==> src/rtl/synth_cfg_defs.svh <==
`ifndef SYNTH_CFG_DEFS_SVH
`define SYNTH_CFG_DEFS_SVH

////////////////////////////////////////////////////////////////////////////////
// Register indices; the byte address is four times the index
`define IDX_GLOBAL_CTRL   6'h00
`define IDX_SEED_ENABLE   6'h25
`define IDX_DEN_UPPER     6'h26
`define IDX_DEN_LOWER     6'h27
`define IDX_SEED_UPPER    6'h28
`define IDX_SEED_LOWER    6'h29
`define IDX_NUM_UPPER     6'h2A
`define IDX_NUM_LOWER     6'h2B
`define IDX_OUT_MOD_CTRL  6'h2C
`define IDX_SECOND_LEVEL  6'h2D
`define IDX_FIXED_A       6'h2E
`define IDX_FIXED_B       6'h2F
`define IDX_FIXED_C       6'h30
`define IDX_FIXED_D       6'h31
`define IDX_FIXED_E       6'h32
`define IDX_FIXED_F       6'h33
`define IDX_FIXED_G       6'h34
`define IDX_FIRST         6'h25
`define IDX_LAST          6'h34
`define BANK_DEPTH        16

////////////////////////////////////////////////////////////////////////////////
// Field positions
`define BIT_SOFT_RESET    1
`define BIT_START_EN      15
`define FIRST_LVL_HI      13
`define FIRST_LVL_LO      8
`define BIT_SECOND_SD     7
`define BIT_FIRST_SD      6
`define BIT_MOD_RST_LOW   5
`define ORDER_HI          2
`define ORDER_LO          0
`define SECOND_LVL_HI     5
`define SECOND_LVL_LO     0
`define LEVEL_MAX         6'h12
`define ORDER_MAX         3'h4

////////////////////////////////////////////////////////////////////////////////
// Reset values
`define RST_SEED_ENABLE   16'h0205
`define RST_DEN           16'hFFFF
`define RST_SEED          16'h0000
`define RST_NUM           16'h0000
`define RST_OUT_MOD_CTRL  16'h08A2
`define RST_SECOND_LEVEL  16'hC608
`define RST_FIXED_A       16'h07F0
`define RST_FIXED_B       16'h0300
`define RST_FIXED_C       16'h03E0
`define RST_FIXED_D       16'h4180
`define RST_FIXED_E       16'h0080
`define RST_FIXED_F       16'h0080
`define RST_FIXED_G       16'h0420

`endif

==> src/rtl/synth_cfg_pkg.sv <==
package synth_cfg_pkg;

	typedef enum logic [2:0] {
		ORDER_INTEGER = 3'h0,
		ORDER_FIRST   = 3'h1,
		ORDER_SECOND  = 3'h2,
		ORDER_THIRD   = 3'h3,
		ORDER_FOURTH  = 3'h4
	} modulator_order_e;

	typedef struct packed {
		logic       shutdown;
		logic [5:0] level;
	} rf_output_s;

	typedef struct packed {
		logic             modulator_reset_low;
		modulator_order_e modulator_order;
		logic             start_state_enable;
	} modulator_cfg_s;

endpackage : synth_cfg_pkg

==> src/rtl/fractional_synth_config_regs.sv <==
`include "synth_cfg_defs.svh"

// Operation
// RULE_01 - Offset 28h holds seed bits 31..16 setting the modulator start state.
// RULE_02 - Offset 29h holds seed bits 15..0; both seed halves reset to zero.
// RULE_03 - Offset 2Ah holds numerator bits 31..16, reset zero.
// RULE_04 - Offset 2Bh holds numerator bits 15..0, reset zero.
// RULE_05 - Bits 13..8 of 2Ch set first output level; host keeps codes at most 18.
// RULE_06 - Bits 5..0 of 2Dh set second output level; host keeps codes at most 18.
// RULE_07 - Bit 7 of 2Ch shuts down second output when one; resets one.
// RULE_08 - Bit 6 of 2Ch shuts down first output when one; resets zero.
// RULE_09 - Bit 5 of 2Ch low holds modulator in reset; resets one.
// RULE_10 - Bits 2..0 of 2Ch select modulator order 0..4; 5..7 unused; reset 2.
// RULE_11 - Host writes bits 15..14 and 4..3 of 2Ch as zero.
// RULE_12 - Host writes 318h into bits 15..6 of 2Dh.
// RULE_13 - Host keeps 7F0h, 300h, 3E0h, 4180h in 2Eh..31h.
// RULE_14 - Host keeps 80h in 32h and 33h.
// RULE_15 - Global software reset restores all constant words to their values.
// RULE_16 - Host writes 421h to 34h although it resets to 420h.
// RULE_17 - Seed is used only while seed enable, bit 15 of 25h, is one.
// RULE_18 - Denominator is 32 bits, upper half at lower offset, reset all ones.
// RULE_19 - Split fields are assembled upper half from lower-addressed word.
module fractional_synth_config_regs
(
	input  wire logic                         clk,
	input  wire logic                         sys_rst,
	input  wire logic                         ce,
	input  wire logic [7:0]                   address,
	input  wire logic                         read,
	input  wire logic                         write,
	input  wire logic [31:0]                  writedata,
	input  wire logic [3:0]                   byteenable,
	output logic      [31:0]                  readdata,
	output logic                              waitrequest,
	output logic      [31:0]                  modulator_start_state,
	output logic      [31:0]                  fraction_numerator,
	output logic      [31:0]                  fraction_denominator,
	output synth_cfg_pkg::modulator_cfg_s     modulator_cfg,
	output synth_cfg_pkg::rf_output_s         first_rf_output,
	output synth_cfg_pkg::rf_output_s         second_rf_output
);
	import synth_cfg_pkg::*;

	////////////////////////////////////////////////////////////////////////////
	// Declarations

	logic [15:0]  bank_r [`BANK_DEPTH];
	logic         waitrequest_r;
	logic [31:0]  readdata_r;
	logic         soft_rst_r;
	logic [5:0]   word_idx;
	logic [5:0]   bank_diff;
	logic [3:0]   bank_sel;
	logic         bank_hit;
	logic         ctrl_hit;
	logic         wr_done;
	logic         rd_start;
	logic [15:0]  rd_word;
	logic [15:0]  ctrl_word;
	logic [15:0]  level_word;
	logic [5:0]   first_level;
	logic [5:0]   second_level;
	logic [2:0]   order_code;
	logic [31:0]  seed_word;

	// Literals cannot be bit-selected, so the reset words are named first
	localparam logic [15:0] CTRL_RST    = `RST_OUT_MOD_CTRL;
	localparam logic [15:0] LEVEL_RST   = `RST_SECOND_LEVEL;
	localparam logic [15:0] SEED_EN_RST = `RST_SEED_ENABLE;

	////////////////////////////////////////////////////////////////////////////
	// Reset values of the bank entries

	function automatic logic [15:0] reset_word(input logic [5:0] idx);
		logic [15:0] val;
		val = 16'h0000;
		case (idx)
			`IDX_SEED_ENABLE:  val = `RST_SEED_ENABLE;
			`IDX_DEN_UPPER:    val = `RST_DEN;       // RULE_18
			`IDX_DEN_LOWER:    val = `RST_DEN;       // RULE_18
			`IDX_SEED_UPPER:   val = `RST_SEED;      // RULE_01
			`IDX_SEED_LOWER:   val = `RST_SEED;      // RULE_02
			`IDX_NUM_UPPER:    val = `RST_NUM;       // RULE_03
			`IDX_NUM_LOWER:    val = `RST_NUM;       // RULE_04
			`IDX_OUT_MOD_CTRL: val = `RST_OUT_MOD_CTRL;
			`IDX_SECOND_LEVEL: val = `RST_SECOND_LEVEL;
			`IDX_FIXED_A:      val = `RST_FIXED_A;   // RULE_15
			`IDX_FIXED_B:      val = `RST_FIXED_B;   // RULE_15
			`IDX_FIXED_C:      val = `RST_FIXED_C;   // RULE_15
			`IDX_FIXED_D:      val = `RST_FIXED_D;   // RULE_15
			`IDX_FIXED_E:      val = `RST_FIXED_E;   // RULE_15
			`IDX_FIXED_F:      val = `RST_FIXED_F;   // RULE_15
			`IDX_FIXED_G:      val = `RST_FIXED_G;   // RULE_15
			default:           val = 16'h0000;
		endcase
		return val;
	endfunction : reset_word

	// Only the two low byte lanes carry register bits
	function automatic logic [15:0] merge_word(
		input logic [15:0] old_word,
		input logic [15:0] new_word,
		input logic [1:0]  lanes
	);
		logic [15:0] val;
		val = old_word;
		if (lanes[0])
		begin
			val[7:0] = new_word[7:0];
		end
		if (lanes[1])
		begin
			val[15:8] = new_word[15:8];
		end
		return val;
	endfunction : merge_word

	////////////////////////////////////////////////////////////////////////////
	// Address decode

	assign word_idx  = address[7:2];
	assign bank_diff = word_idx - `IDX_FIRST;
	assign bank_sel  = bank_diff[3:0];
	assign bank_hit  = (word_idx >= `IDX_FIRST) && (word_idx <= `IDX_LAST);
	assign ctrl_hit  = (word_idx == `IDX_GLOBAL_CTRL);
	assign wr_done   = ce && write && !waitrequest_r;
	assign rd_start  = ce && read && waitrequest_r;

	always_comb
	begin
		rd_word = 16'h0000;
		if (bank_hit)
		begin
			rd_word = bank_r[bank_sel];
		end
	end

	////////////////////////////////////////////////////////////////////////////
	// Avalon-MM handshake: one wait cycle per access, then released

	always_ff @(posedge clk)
	begin
		if (sys_rst)
		begin
			waitrequest_r <= 1'b1;
		end
		else if (ce)
		begin
			waitrequest_r <= !((read || write) && waitrequest_r);
		end
	end

	// Unmapped words and the control word read as zero
	always_ff @(posedge clk)
	begin
		if (sys_rst)
		begin
			readdata_r <= 32'h0000_0000;
		end
		else if (rd_start)
		begin
			readdata_r <= {16'h0000, rd_word};
		end
	end

	////////////////////////////////////////////////////////////////////////////
	// Global software reset, self clearing

	always_ff @(posedge clk)
	begin
		if (sys_rst)
		begin
			soft_rst_r <= 1'b0;
		end
		else if (ce)
		begin
			soft_rst_r <= wr_done && ctrl_hit && byteenable[0]
				&& writedata[`BIT_SOFT_RESET];
		end
	end

	////////////////////////////////////////////////////////////////////////////
	// Register bank, one entry per word

	for (genvar g = 0; g < `BANK_DEPTH; g++)
	begin : g_bank
		localparam logic [5:0] ENTRY_IDX = 6'(g) + `IDX_FIRST;

		always_ff @(posedge clk)
		begin
			if (sys_rst)
			begin
				bank_r[g] <= reset_word(ENTRY_IDX);
			end
			else if (ce)
			begin
				if (soft_rst_r)
				begin
					bank_r[g] <= reset_word(ENTRY_IDX); // RULE_15
				end
				else if (wr_done && bank_hit && (bank_sel == 4'(g)))
				begin
					bank_r[g] <= merge_word(bank_r[g], writedata[15:0], byteenable[1:0]);
				end
			end
		end
	end

	////////////////////////////////////////////////////////////////////////////
	// Field extraction
	// Padding bits are stored as written; the host keeps them at their values.

	assign ctrl_word  = bank_r[4'(`IDX_OUT_MOD_CTRL - `IDX_FIRST)]; // RULE_11
	assign level_word = bank_r[4'(`IDX_SECOND_LEVEL - `IDX_FIRST)]; // RULE_12

	// Levels above the limit would overdrive the output stage, so they saturate
	always_comb
	begin
		first_level = ctrl_word[`FIRST_LVL_HI:`FIRST_LVL_LO];
		if (first_level > `LEVEL_MAX)
		begin
			first_level = `LEVEL_MAX; // RULE_05
		end
	end

	always_comb
	begin
		second_level = level_word[`SECOND_LVL_HI:`SECOND_LVL_LO];
		if (second_level > `LEVEL_MAX)
		begin
			second_level = `LEVEL_MAX; // RULE_06
		end
	end

	// Unused order codes fall back to integer mode
	always_comb
	begin
		order_code = ctrl_word[`ORDER_HI:`ORDER_LO];
		if (order_code > `ORDER_MAX)
		begin
			order_code = ORDER_INTEGER; // RULE_10
		end
	end

	assign seed_word = {bank_r[4'(`IDX_SEED_UPPER - `IDX_FIRST)],
		bank_r[4'(`IDX_SEED_LOWER - `IDX_FIRST)]}; // RULE_19

	////////////////////////////////////////////////////////////////////////////
	// Registered outputs toward the modulator and the two RF output stages

	always_ff @(posedge clk)
	begin
		if (sys_rst)
		begin
			modulator_start_state <= 32'h0000_0000;
		end
		else if (ce)
		begin
			if (bank_r[4'(`IDX_SEED_ENABLE - `IDX_FIRST)][`BIT_START_EN])
			begin
				modulator_start_state <= seed_word; // RULE_01 RULE_02 RULE_17
			end
			else
			begin
				modulator_start_state <= 32'h0000_0000; // RULE_17
			end
		end
	end

	always_ff @(posedge clk)
	begin
		if (sys_rst)
		begin
			fraction_numerator   <= {`RST_NUM, `RST_NUM};
			fraction_denominator <= {`RST_DEN, `RST_DEN};
		end
		else if (ce)
		begin
			fraction_numerator <= {bank_r[4'(`IDX_NUM_UPPER - `IDX_FIRST)],
				bank_r[4'(`IDX_NUM_LOWER - `IDX_FIRST)]}; // RULE_03 RULE_04 RULE_19
			fraction_denominator <= {bank_r[4'(`IDX_DEN_UPPER - `IDX_FIRST)],
				bank_r[4'(`IDX_DEN_LOWER - `IDX_FIRST)]}; // RULE_18 RULE_19
		end
	end

	always_ff @(posedge clk)
	begin
		if (sys_rst)
		begin
			modulator_cfg.modulator_reset_low <= CTRL_RST[`BIT_MOD_RST_LOW];
			modulator_cfg.modulator_order     <= ORDER_SECOND;
			modulator_cfg.start_state_enable  <= SEED_EN_RST[`BIT_START_EN];
		end
		else if (ce)
		begin
			modulator_cfg.modulator_reset_low <= ctrl_word[`BIT_MOD_RST_LOW]; // RULE_09
			modulator_cfg.modulator_order     <= modulator_order_e'(order_code); // RULE_10
			modulator_cfg.start_state_enable  <=
				bank_r[4'(`IDX_SEED_ENABLE - `IDX_FIRST)][`BIT_START_EN]; // RULE_17
		end
	end

	always_ff @(posedge clk)
	begin
		if (sys_rst)
		begin
			first_rf_output.shutdown  <= CTRL_RST[`BIT_FIRST_SD];
			first_rf_output.level     <= CTRL_RST[`FIRST_LVL_HI:`FIRST_LVL_LO];
			second_rf_output.shutdown <= CTRL_RST[`BIT_SECOND_SD];
			second_rf_output.level    <= LEVEL_RST[`SECOND_LVL_HI:`SECOND_LVL_LO];
		end
		else if (ce)
		begin
			first_rf_output.shutdown  <= ctrl_word[`BIT_FIRST_SD];  // RULE_08
			first_rf_output.level     <= first_level;               // RULE_05
			second_rf_output.shutdown <= ctrl_word[`BIT_SECOND_SD]; // RULE_07
			second_rf_output.level    <= second_level;              // RULE_06
		end
	end

	////////////////////////////////////////////////////////////////////////////
	// Bus outputs

	assign readdata    = readdata_r;
	assign waitrequest = waitrequest_r;

endmodule : fractional_synth_config_regs

==> config.mk <==
export PLATFORM = sky130hd
export DESIGN_NAME = fractional_synth_config_regs
export DESIGN_NICKNAME = d
export VERILOG_FILES = /design/src/rtl/synth_cfg_pkg.sv /design/src/rtl/fractional_synth_config_regs.sv
export VERILOG_INCLUDE_DIRS = /design/src /design/src/rtl
export SDC_FILE = /design/constraint.sdc
export NUM_CORES = 1
export LEC_CHECK = 0
export ABC_AREA = 1
export BUFFER_PORTS_ARGS = -buffer_cell sky130_fd_sc_hd__buf_2
export CORE_ASPECT_RATIO = 1.25
export CORE_MARGIN = 4
export CORE_UTILIZATION = 40
export CTS_CLUSTER_SIZE = 8
export DETAILED_ROUTE_END_ITERATION = 8
export HOLD_SLACK_MARGIN = 0.15
export PLACE_DENSITY = 0.59
export REMOVE_ABC_BUFFERS = 1
export SLEW_MARGIN = 20
export SYNTH_ARGS = -nofsm -noshare
export SYNTH_HDL_FRONTEND = slang
export SYNTH_SLANG_ARGS = --single-unit
==> constraint.sdc <==
create_clock -name clk -period 4.1 [get_ports clk]
set_input_delay 0.615 -clock clk [delete_from_list [all_inputs] [get_ports clk]]
set_output_delay 0.615 -clock clk [all_outputs]
set_load 0.05 [all_outputs]
# Word-level counts from Yosys, hierarchy flattened
# Memory sizes are Yosys's and may differ from the RTL's. A register that Yosys moved wholly into a read port is not among the register bits.
# Cells that the tools add are included.
# W data, S select, Z words.
# totals
ff_bits	69
ramBits	256
in_bits	49
out_inout_bits	148
elab_cells	475
mem_count	1
# op_classes
n_addsub	1
order_cmp	5
n_eq_ne	47
n_mux	299
n_bitwise	48
n_reduce_logical	63
# memory_table
memory	depth	word_bits	rd	rd_clocked_by_memory_dff	write_ports	line	source
bank_r	16	16	10	4	16	fractional_synth_config_regs.sv:47	logic [15:0] bank_r [`BANK_DEPTH];
# ops
cell	n
$mux W8	192
$mux W16	17
$ne A5 B5 Y1 const B	32
$mux W1	86
$reduce_and A2 Y1	32
$or A1 B1 Y1	48
$eq A4 B4 Y1 const B	8
$mux W32	1
$logic_and A1 B1 Y1	26
$eq A4 B3 Y1 const B	4
$gt A6 B5 Y1 const B	2
$mux W6	2
$eq A4 B2 Y1 const B	2
$ge A6 B6 Y1 const B	1
$le A6 B6 Y1 const B	1
$logic_not A6 Y1	1
$eq A4 B1 Y1 const B	1
$logic_not A4 Y1	1
$sub A4 B3 Y4 const B	1
$gt A3 B3 Y1 const B	1
$mux W3	1
$logic_not A1 Y1	2
$logic_or A1 B1 Y1	1

# Logic depth before layout (Yosys ltp)
# Gate-level depths: netlist of the first run.
# depth
word_depth	11
depth_mapped	16
ltp_nobuf	12

# Least setup slack after synthesis of the first run
# Ideal clock, no wire load.
# synth_timing
path_kind	input port to flip-flop
startpoint	in address[2]
endpoint	mem bank_r[3][0], enable pin
t_arrival_ns	2.899
setup_slack_ns	0.817
stages	11
path_buffers	3
path_cell_list	buf_4 > inv_2 > buf_2 > clkbuf_1 > ha_1 > nand2_1 > nand2_1 > nand2_2 > nor2_8 > nand3_2 > o21ai_0
# synth_rtl
item	line	source
from (decl)	fractional_synth_config_regs.sv:28	input wire logic [7:0] address,
to (decl)	fractional_synth_config_regs.sv:47	

==> results of run 1 <==
-- where the power goes --
part | switching (W) | total [W] | leakage, nW | internal (W)
clock | 0.00164 | 0.00413 | 0.740 | 0.00249
combinational | 0.000674 | 0.000863 | 3.87 | 0.000189
sequential | 0.0000487 | 0.00432 | 3.50 | 0.00427
total | 0.00236 | 0.00931 | 8.11 | 0.00695
-- area by class of cell --
type	count	share of cell area [%]
diodes	3	0.0385
multi-input cells	1173	28.2
repair buffers	190	5.27
clock buffers	96	7.84
clock inverters	2	0.167
flip-flops and latches	389	53.0
well taps	552	3.54
inverters	97	1.87
-- layer usage --
layer | vias up | GRT usage [%] | part of all wire (%)
li1 | 6161 | - | -
met1 | 6254 | 27.2 | 40
met2 | 447 | 37.1 | 50
met3 | 92 | 3.77 | 6.9
met4 | 4 | 5.92 | 2.6
met5 | - | 0 | 0.055
-- path summary, 6_finish.rpt --
| check | slack (ps) | to | depth (start not counted) | from |
|---|---|---|---|---|
| max | 1360 | fraction_denominator[2] | 7 | ce |
| min | 410 | soft_rst_r | 4 | address[6] |
| max reg2reg | 1980 | bank_r[6][1] | 2 | soft_rst_r |
| min reg2reg | 440 | first_rf_output[5] | 2 | first_rf_output[5] |
-- cell usage in the layout (no fill, tap or decap), types with 31 or more instances in the layout --
cell type  count
a32o_1        33
inv_1         79
buf_4         31
clkbuf_1      41
nor2_1       295
buf_2        159
nand2_1      501
dfxtp_1      133
edfxtp_1     256
nand3_1      157
clkbuf_16     55
-- state kept, by name, summed over array words and instances (netlist names) --
register               flops
readdata                  16
fraction_denominator      32
soft_rst_r                 1
waitrequest                1
first_rf_output            7
modulator_start_state     32
second_rf_output           7
fraction_numerator        32
modulator_cfg              5
bank_r                   256
-- tightest hold or removal path: cells and delay by family --
family / cells / cell delay, ps
buffers and inverters: 1 / 120
AND/OR/NAND/NOR: 2 / 120
AO/OA/AOI/OAI: 1 / 60
-- stage by stage --
stage / total power, W / cells / area (sq um) / hold slack (ps) / setup WS [ps]
2_1_floorplan: 0.00491 / 1659 / 16200 / 461 / -1040
3_3_place_gp: 0.00524 / 2401 / 17900 / 425 / 767
3_5_place_dp: 0.00525 / 2401 / 17900 / 431 / 750
4_1_cts: 0.00935 / 2499 / 19500 / 370 / 1350
5_1_grt: 0.00962 / 2499 / 19500 / 430 / 1170
6_report: 0.00931 / 2502 / 19500 / 408 / 1360
-- cells by family after synthesis --
logic type,after synthesis,synth area share (%)
AO/OA/AOI/OAI,147,6.76
other,1,0.0224
AND/OR/NAND/NOR,1004,25.1
flip-flops,389,61.7
XOR/XNOR,2,0.194
buffers and inverters,228,5.92
adder cells (fa/ha/maj),4,0.298
==> qor.yml, run 1 <==
finalWirelength_um: 49000
antenna_found_initial: 4
hold_buffers: 0
coreArea_sq_um: 41200
gr-usage-all-layers_pct: 21.3
layout-drive-gt1-share_pct: 15.3
maxCapViolations: 0
fp.dieH_um: 237
ys_types: 36
yosys-top-cells-area: "edfxtp_1 (46%), dfxtp_1 (16%), nand2_1 (11%), nor2_1 (6.6%), nand3_1 (4.7%)"
path_buf_inv: 5
hp-class: "in -> reg"
ys_ff_latch: 389
slew_headroom_pct: 33.3
area_growth_pct: 16.3
die_w_um: 191
placement_rows: 83
cts_buffer_depth: 3
routabilityCongestion: 0.876
critical_path.top_delay_family: "buffers and inverters"
ir_worst_vdd_uv: 281
synth.top_cells.by_count: "nand2_1 (501), nor2_1 (296), edfxtp_1 (256)"
grt_pass1_vias: 12600
finish.net_count: 1958
avgSynthCellArea_sq_um: 9.45
post_cts_resized: 0
finalSetupViolCount: 0
yosys.area.top_type: "edfxtp_1"
worstPathRequired_ps: 4560
synth-edff-count: 256
cp_max_fo: 71
num_io_pins: 197
fillerInstances: 3901
drcViolationCount: 0
crit_path_end_kind: "flip-flop"
cp_slowest_cell: "clkinv_1"
rsz0062_at_grt: "false"
synthArstFlopShare_pct: 0
multi_input_area_sq_um: 5510
worstPathCellList: "buf_2 -> inv_2 -> nor2_8 -> buf_4 -> clkinv_1 -> buf_4 -> o22a_1"
drtIter0Drc: 1121
yosysSeqAreaShare_pct: 61.7
cts_buffers: 54
critPathMostFrequentCell: "buf_4"
port_buffers: 160
tightestPinTransition_ps: 998
p_leak_nw: 8.11
die_area_sq_um: 45300
postSynthCellCount: 1775
skew_ps: 19.4
start_util_pct: 40.7
clkLatencyLatePin_ps: 580
dominantRegCellSynth: "edfxtp_1"
arrival_ps: 3200
fin_crit_ps: 2740
ant_nets: 0
avgRoutedWirePerCell_um: 19.6
clk_pin_slew_ps: 50
power_per_cell_area_nw_per_um2: 477
status: "finished clean"
grt-ovfl-total: 0
path_class: "in -> reg"
post-cts-setup-buffer-count: 0
register_area_sq_um: 10300
cts_tree: "yes"
cpPeakStageDelay_ps: 630
start_kind: "input pin"
hold_viol: 0
cts.sinks: 389
routed_via_density: 5.18
h-tree-depth: 2
first_pass_iters: 6
grt_pass1_wl_um: 74700
fin_util_pct: 47.3
num_vias: 13000
drv_slew: 0
synth_top_area_share_pct: 45.8
dp_hpwl_um: 32900
timing.fmax_ghz: 0.365
syn-cell-area_sq_um: 16800
cts-root-buf: "clkbuf_16"
tns_ps: 0
synthMostInstantiatedCell: "nand2_1"
grt_start_max_net_pins: 84
fin_crit_sh_pct: 66.8
yosysWarnings: 0
Note: power is estimated with default switching activity, not from simulation.
==> run 2, diff against run 1 <==
- ABC_AREA: 1 -> 0
- clock period: 4.1 -> 2.62 ns (I/O delays scaled with it)
==> run 2 against run 1 <==
Net effect: sequential power rose by 57%; largest cell class unchanged; cell count fell by 19%; die area fell by 0.19%; flip-flop and latch count did not move; sequential share of layout area fell by 2.7 points; clock skew fell by 0.94 ps; final area rose by 5.3%; critical path depth fell by 1; power rose by 59%; synthesized cell count fell by 33%; clock power rose by 58%; register-to-register slack got worse by 1500 ps; highest routed layer unchanged.
==> qor.yml, run 2 <==
status: "finished clean"
finalSetupViolCount: 0
synthArstFlopShare_pct: 0
multi_input_area_sq_um: 5980
dominantRegCellSynth: "edfxtp_1"
power_per_cell_area_nw_per_um2: 718
cts_tree: "yes"
postSynthCellCount: 1198
grt_start_max_net_pins: 89
n_antenna_cell: 0
synth.top_cells.by_count: "edfxtp_1 (256), and2_1 (196), dfxtp_1 (133)"
dp_hpwl_um: 31000
path_class: "reg -> reg"
startpoint: "waitrequest"
clkLatencyLatePin_ps: 560
power.total_w: 0.0148
finalWirelength_um: 45200
rsz0062_at_grt: "false"
antenna_found_initial: 4
yosys-top-cells-area: "edfxtp_1 (46%), dfxtp_1 (16%), mux4_2 (8.6%), and2_1 (7.3%), nand2b_1 (3.0%)"
cts.sinks: 389
routabilityCongestion: 0.831
hold_buffers: 0
skew_ps: 18.4
final_common_cell: "edfxtp_1"
routed_via_density: 5.16
final_cell_mix: "edfxtp_1 (256), and2_1 (196), buf_2 (157)"
fp.dieH_um: 237
tightestPinTransition_ps: 778
grt_pass1_vias: 10800
cts-root-buf: "clkbuf_16"
reg2reg_from: "waitrequest"
die_area_sq_um: 45200
finalNonFillerCells: 2025
syn-cell-area_sq_um: 16700
largest_reg_flops: 256
h-tree-depth: 2
gr-usage-all-layers_pct: 19.9
regMostFlops: "bank_r"
fillerInstances: 3671
yosysSeqAreaShare_pct: 61.8
cts_buffers: 54
hold-worst-slack_ps: 186
avgRoutedWirePerCell_um: 22.3
synth_top_family_by_area: "simple AND/OR/NAND/NOR gates"
layout-drive-gt1-share_pct: 28.4
grt-ovfl-total: 0
synth-edff-count: 256
hp-class: "in -> reg"
timing.fmax_ghz: 0.473
start_kind: "flip-flop"
fin_crit_sh_pct: 80.7
arrival_ps: 2380
worstPathRequired_ps: 2890
ir_worst_vdd_uv: 479
synth-simple-area-share_pct: 16.1
port_buffers: 160
ys_ff_latch: 389
num_vias: 10500
yosysWarnings: 0
area_growth_pct: 22.8
register_area_sq_um: 10300
synth_top_area_share_pct: 45.9
start_util_pct: 40.6
avgSynthCellArea_sq_um: 14.0
crit_path_end_kind: "flip-flop"
fin_crit_ps: 2110
synth.area.mux_share_pct: 10.7
cts_buffer_depth: 3
r2r_setup_slack_ps: 510
drtIter0Drc: 628
synthMostInstantiatedCell: "edfxtp_1"
synth_fa_ha_area_share_pct: 0.299
die_w_um: 191
slew_headroom_pct: 48.0
p_leak_nw: 7.78
maxCapViolations: 0
coreArea_sq_um: 41200
num_io_pins: 197
ys_types: 52
synth_xor_area_share_pct: 0
holdCritStartpoint: "write"
dp_cells: 1925
drcViolationCount: 0
drv_slew: 0
ant_nets: 0
first_pass_iters: 7
grt_pass1_wl_um: 68200
post-cts-setup-buffer-count: 0
hold_viol: 0
yosys.area.top_type: "edfxtp_1"
clk_pin_slew_ps: 50
synth_compound_area_share_pct: 8.02
post_cts_resized: 0
finish.net_count: 1482
cp_max_fo: 11
placement_rows: 83
run 2: changes by cell type in the layout (fill, tap and decap cells not counted), moves of 25 or more:
cell      before  now
a211o_1        0   36
and2_1         0  196
buf_12         0   26
buf_4         31   81
inv_1         79    6
mux2i_1        0   33
mux4_2         0   64
nand2_1      501   15
nand2b_1       0   81
nand3_1      157   17
nor2_1       295   44
nor2b_1        0   37
o21ai_0       29    4
run 2: report_power, final:
| group | total, W | switching [W] | internal [W] |
|---|---|---|---|
| registers | 0.00679 | 0.0000872 | 0.00670 |
| clock network | 0.00654 | 0.00250 | 0.00404 |
| logic | 0.00143 | 0.000925 | 0.000509 |
| total | 0.0148 | 0.00351 | 0.0113 |
run 2: critical path, stage by stage, from the launching register on:
cell,delay [ps]
dfxtp_1,350
and3b_1,380
nand4_4,160
buf_4,220
nor4b_4,360
nand2b_1,180
buf_4,160
run 2: logic make-up (layout without fill, tap and decap cells):
logic type | Yosys count | count (layout)
AND/OR/NAND/NOR | 432 | 432
flip-flops | 389 | 389
AO/OA/AOI/OAI | 163 | 163
buffers and inverters | 110 | 370
multiplexers | 99 | 99
adder cells (fa/ha/maj) | 4 | 4
other | 1 | 16
run 2: area by class of cell:
class,instances,share of cell area (%)
Multi-Input combinational cell,714,29.1
Timing Repair Buffer,264,9.31
Clock buffer,100,7.77
Tap cell,552,3.36
Inverter,6,0.110
Sequential cell,389,50.4
run 2: per-layer routing:
metal	track usage [%]	wire, um
met2	35.5	23800
met5	0	65
met4	5.55	1020
met3	3.44	2300
met1	25.0	18000
run 2: through the flow:
step / util, % / setup WS, ps / cell area (sq um) / setup TNS (ps)
floorplan: - / -1240 / 16300 / -56240
global placement: 46.0 / -58.8 / 18900 / -911
detailed placement: 46.0 / -156 / 18900 / -2320
CTS: 49.8 / 297 / 20500 / 0
global route: 49.9 / 399 / 20600 / 0
finish: 49.9 / 506 / 20600 / 0
run 2: final timing paths:
path                      endpoint  depth (start not counted)
hold reg to reg   modulator_cfg[0]                          1
hold / removal         waitrequest                          4
setup / recovery    bank_r[12][11]                          6
setup reg to reg    bank_r[12][11]                          6
==> run 3, diff against run 2 <==
- clock period: 2.62 -> 2 ns (I/O delays scaled with it)
==> run 3 against run 2 <==
Net effect: register-to-register slack worse by 450 ps; clock skew down 1.9 ps; wire length up 1.7%; die area unchanged.
==> qor.yml, run 3 (synthesis gave the netlist of run 2 again) <==
power_per_cell_area_nw_per_um2: 918
grt-ovfl-total: 0
pwr-share-clk_pct: 43.7
regMostFlops: "bank_r"
hp-class: "in -> reg"
path_class: "reg -> reg"
cts_buffer_depth: 3
skew_ps: 16.6
area_growth_pct: 25.3
grt_pass1_vias: 11000
num_io_pins: 197
rsz0062_at_grt: "true"
final_common_cell: "edfxtp_1"
power.switching_w: 0.00472
grt_pass1_wl_um: 68600
timing.fmax_ghz: 0.513
placement_rows: 83
multi_input_area_sq_um: 6060
internal-power_w: 0.0145
cts_tree: "yes"
avgRoutedWirePerCell_um: 22.2
ant_nets: 0
cp_max_fo: 8
drtIter0Drc: 626
register_area_sq_um: 10400
clkLatencyLatePin_ps: 570
finalNonFillerCells: 2070
swShare_pct: 24.5
routabilityCongestion: 0.812
cts.sinks: 389
maxCapViolations: 0
finalSetupViolCount: 0
die_area_sq_um: 45200
status: "finished clean"
num_vias: 10700
crit_path_end_kind: "flip-flop"
comb_power_share_pct: 10.1
start_kind: "flip-flop"
worstPathRequired_ps: 2280
port_buffers: 160
power.total_w: 0.0193
slew_headroom_pct: 59.5
layout-drive-gt1-share_pct: 31.1
cts-root-buf: "clkbuf_16"
tns_ps: 0
final_cell_mix: "edfxtp_1 (256), and2_1 (196), buf_2 (157)"
antenna_found_initial: 1
dp_cells: 1965
startpoint: "soft_rst_r"
tightestPinTransition_ps: 605
grt_start_max_net_pins: 62
finalWirelength_um: 46000
fin_crit_ps: 1950
clk_pin_slew_ps: 50
die_w_um: 191
fin_crit_sh_pct: 97.4
drcViolationCount: 0
largest_reg_flops: 256
cts_buffers: 54
hold_viol: 0
coreArea_sq_um: 41200
fp.dieH_um: 237
drv_slew: 0
p_leak_nw: 8.02
reg2reg_from: "soft_rst_r"
first_pass_iters: 7
finish.net_count: 1527
holdCritStartpoint: "writedata[5]"
routed_via_density: 5.16
dp_hpwl_um: 32700
fillerInstances: 3632
start_util_pct: 40.6
ir_worst_vdd_uv: 621
fin_util_pct: 50.9
h-tree-depth: 2
seqPwrFrac_pct: 46.2
arrival_ps: 2230
gr-usage-all-layers_pct: 20.1
[run 3: cell types whose count changed in the layout (fill, tap and decap cells not counted), sizes merged]
cell | before | now
diode | 0 | 1
clkinv | 0 | 2
buf | 264 | 306
dlygate4sd3 | 0 | 3
inv | 6 | 8
clkbuf | 100 | 95
[run 3: power by group through the flow]
| stage | clock [W] | combinational [W] | sequential (W) |
|---|---|---|---|
| final | 0.00842 | 0.00195 | 0.00890 |
| after global routing | 0.00894 | 0.00207 | 0.00891 |
| after CTS | 0.00857 | 0.00196 | 0.00890 |
| after detailed placement | 0 | 0.00195 | 0.00906 |
| after global placement | 0 | 0.00194 | 0.00906 |
| after floorplan | 0 | 0.000775 | 0.00934 |
[run 3: timing repair]
action | in CTS | in global routing
gates resized for setup | 3 | 17
hold buffers | 3 | 0
cloned | 0 | 0
pin swaps | 0 | 6
hold endpoints to repair | 2 | 0
setup buffers | 0 | 2
endpoints found under the setup margin | 35 | 195
[run 3: cell type report]
cell class / instances / share of cell area, %
sequential: 389 / 49.3
multi-input combinational: 714 / 28.9
timing repair buffer: 309 / 11.0
clock buffer: 95 / 7.17
tap: 552 / 3.29
clock inverter: 4 / 0.185
inverter: 6 / 0.107
antenna: 1 / 0.0119
[run 3: worst paths after layout]
kind	endpoint	slack, ps	depth (start not counted)
worst max-delay path	bank_r[12][13]	50	7
worst min-delay path	bank_r[7][5]	210	2
worst max register to register	bank_r[12][13]	50	7
worst min register to register	second_rf_output[0]	460	2
[run 3: per-layer routing]
| layer | track usage (%) | up-vias | part of all wire [%] |
|---|---|---|---|
| met4 | 6.29 | 2 | 2.8 |
| li1 | - | 4966 | - |
| met1 | 25.3 | 5345 | 40 |
| met2 | 35.2 | 294 | 52 |
| met3 | 3.48 | 79 | 5.3 |
| met5 | 0 | - | 0.028 |
[run 3: critical path: stages (launching register included)]
cell      delay [ps]
dfxtp_2          350
nor3_2           110
buf_4            170
nand2_1          100
buf_4            180
nor4b_4          410
nand2b_4         220
buf_12           120
[run 3: metrics by stage]
stage	cell area, sq um	setup slack [ps]	hold slack, ps
5_1_grt	21000	-21.0	218
6_report	21000	52.2	213
2_1_floorplan	16300	-1760	369
3_5_place_dp	19300	-573	445
3_3_place_gp	19300	-557	434
4_1_cts	20900	-13.9	196
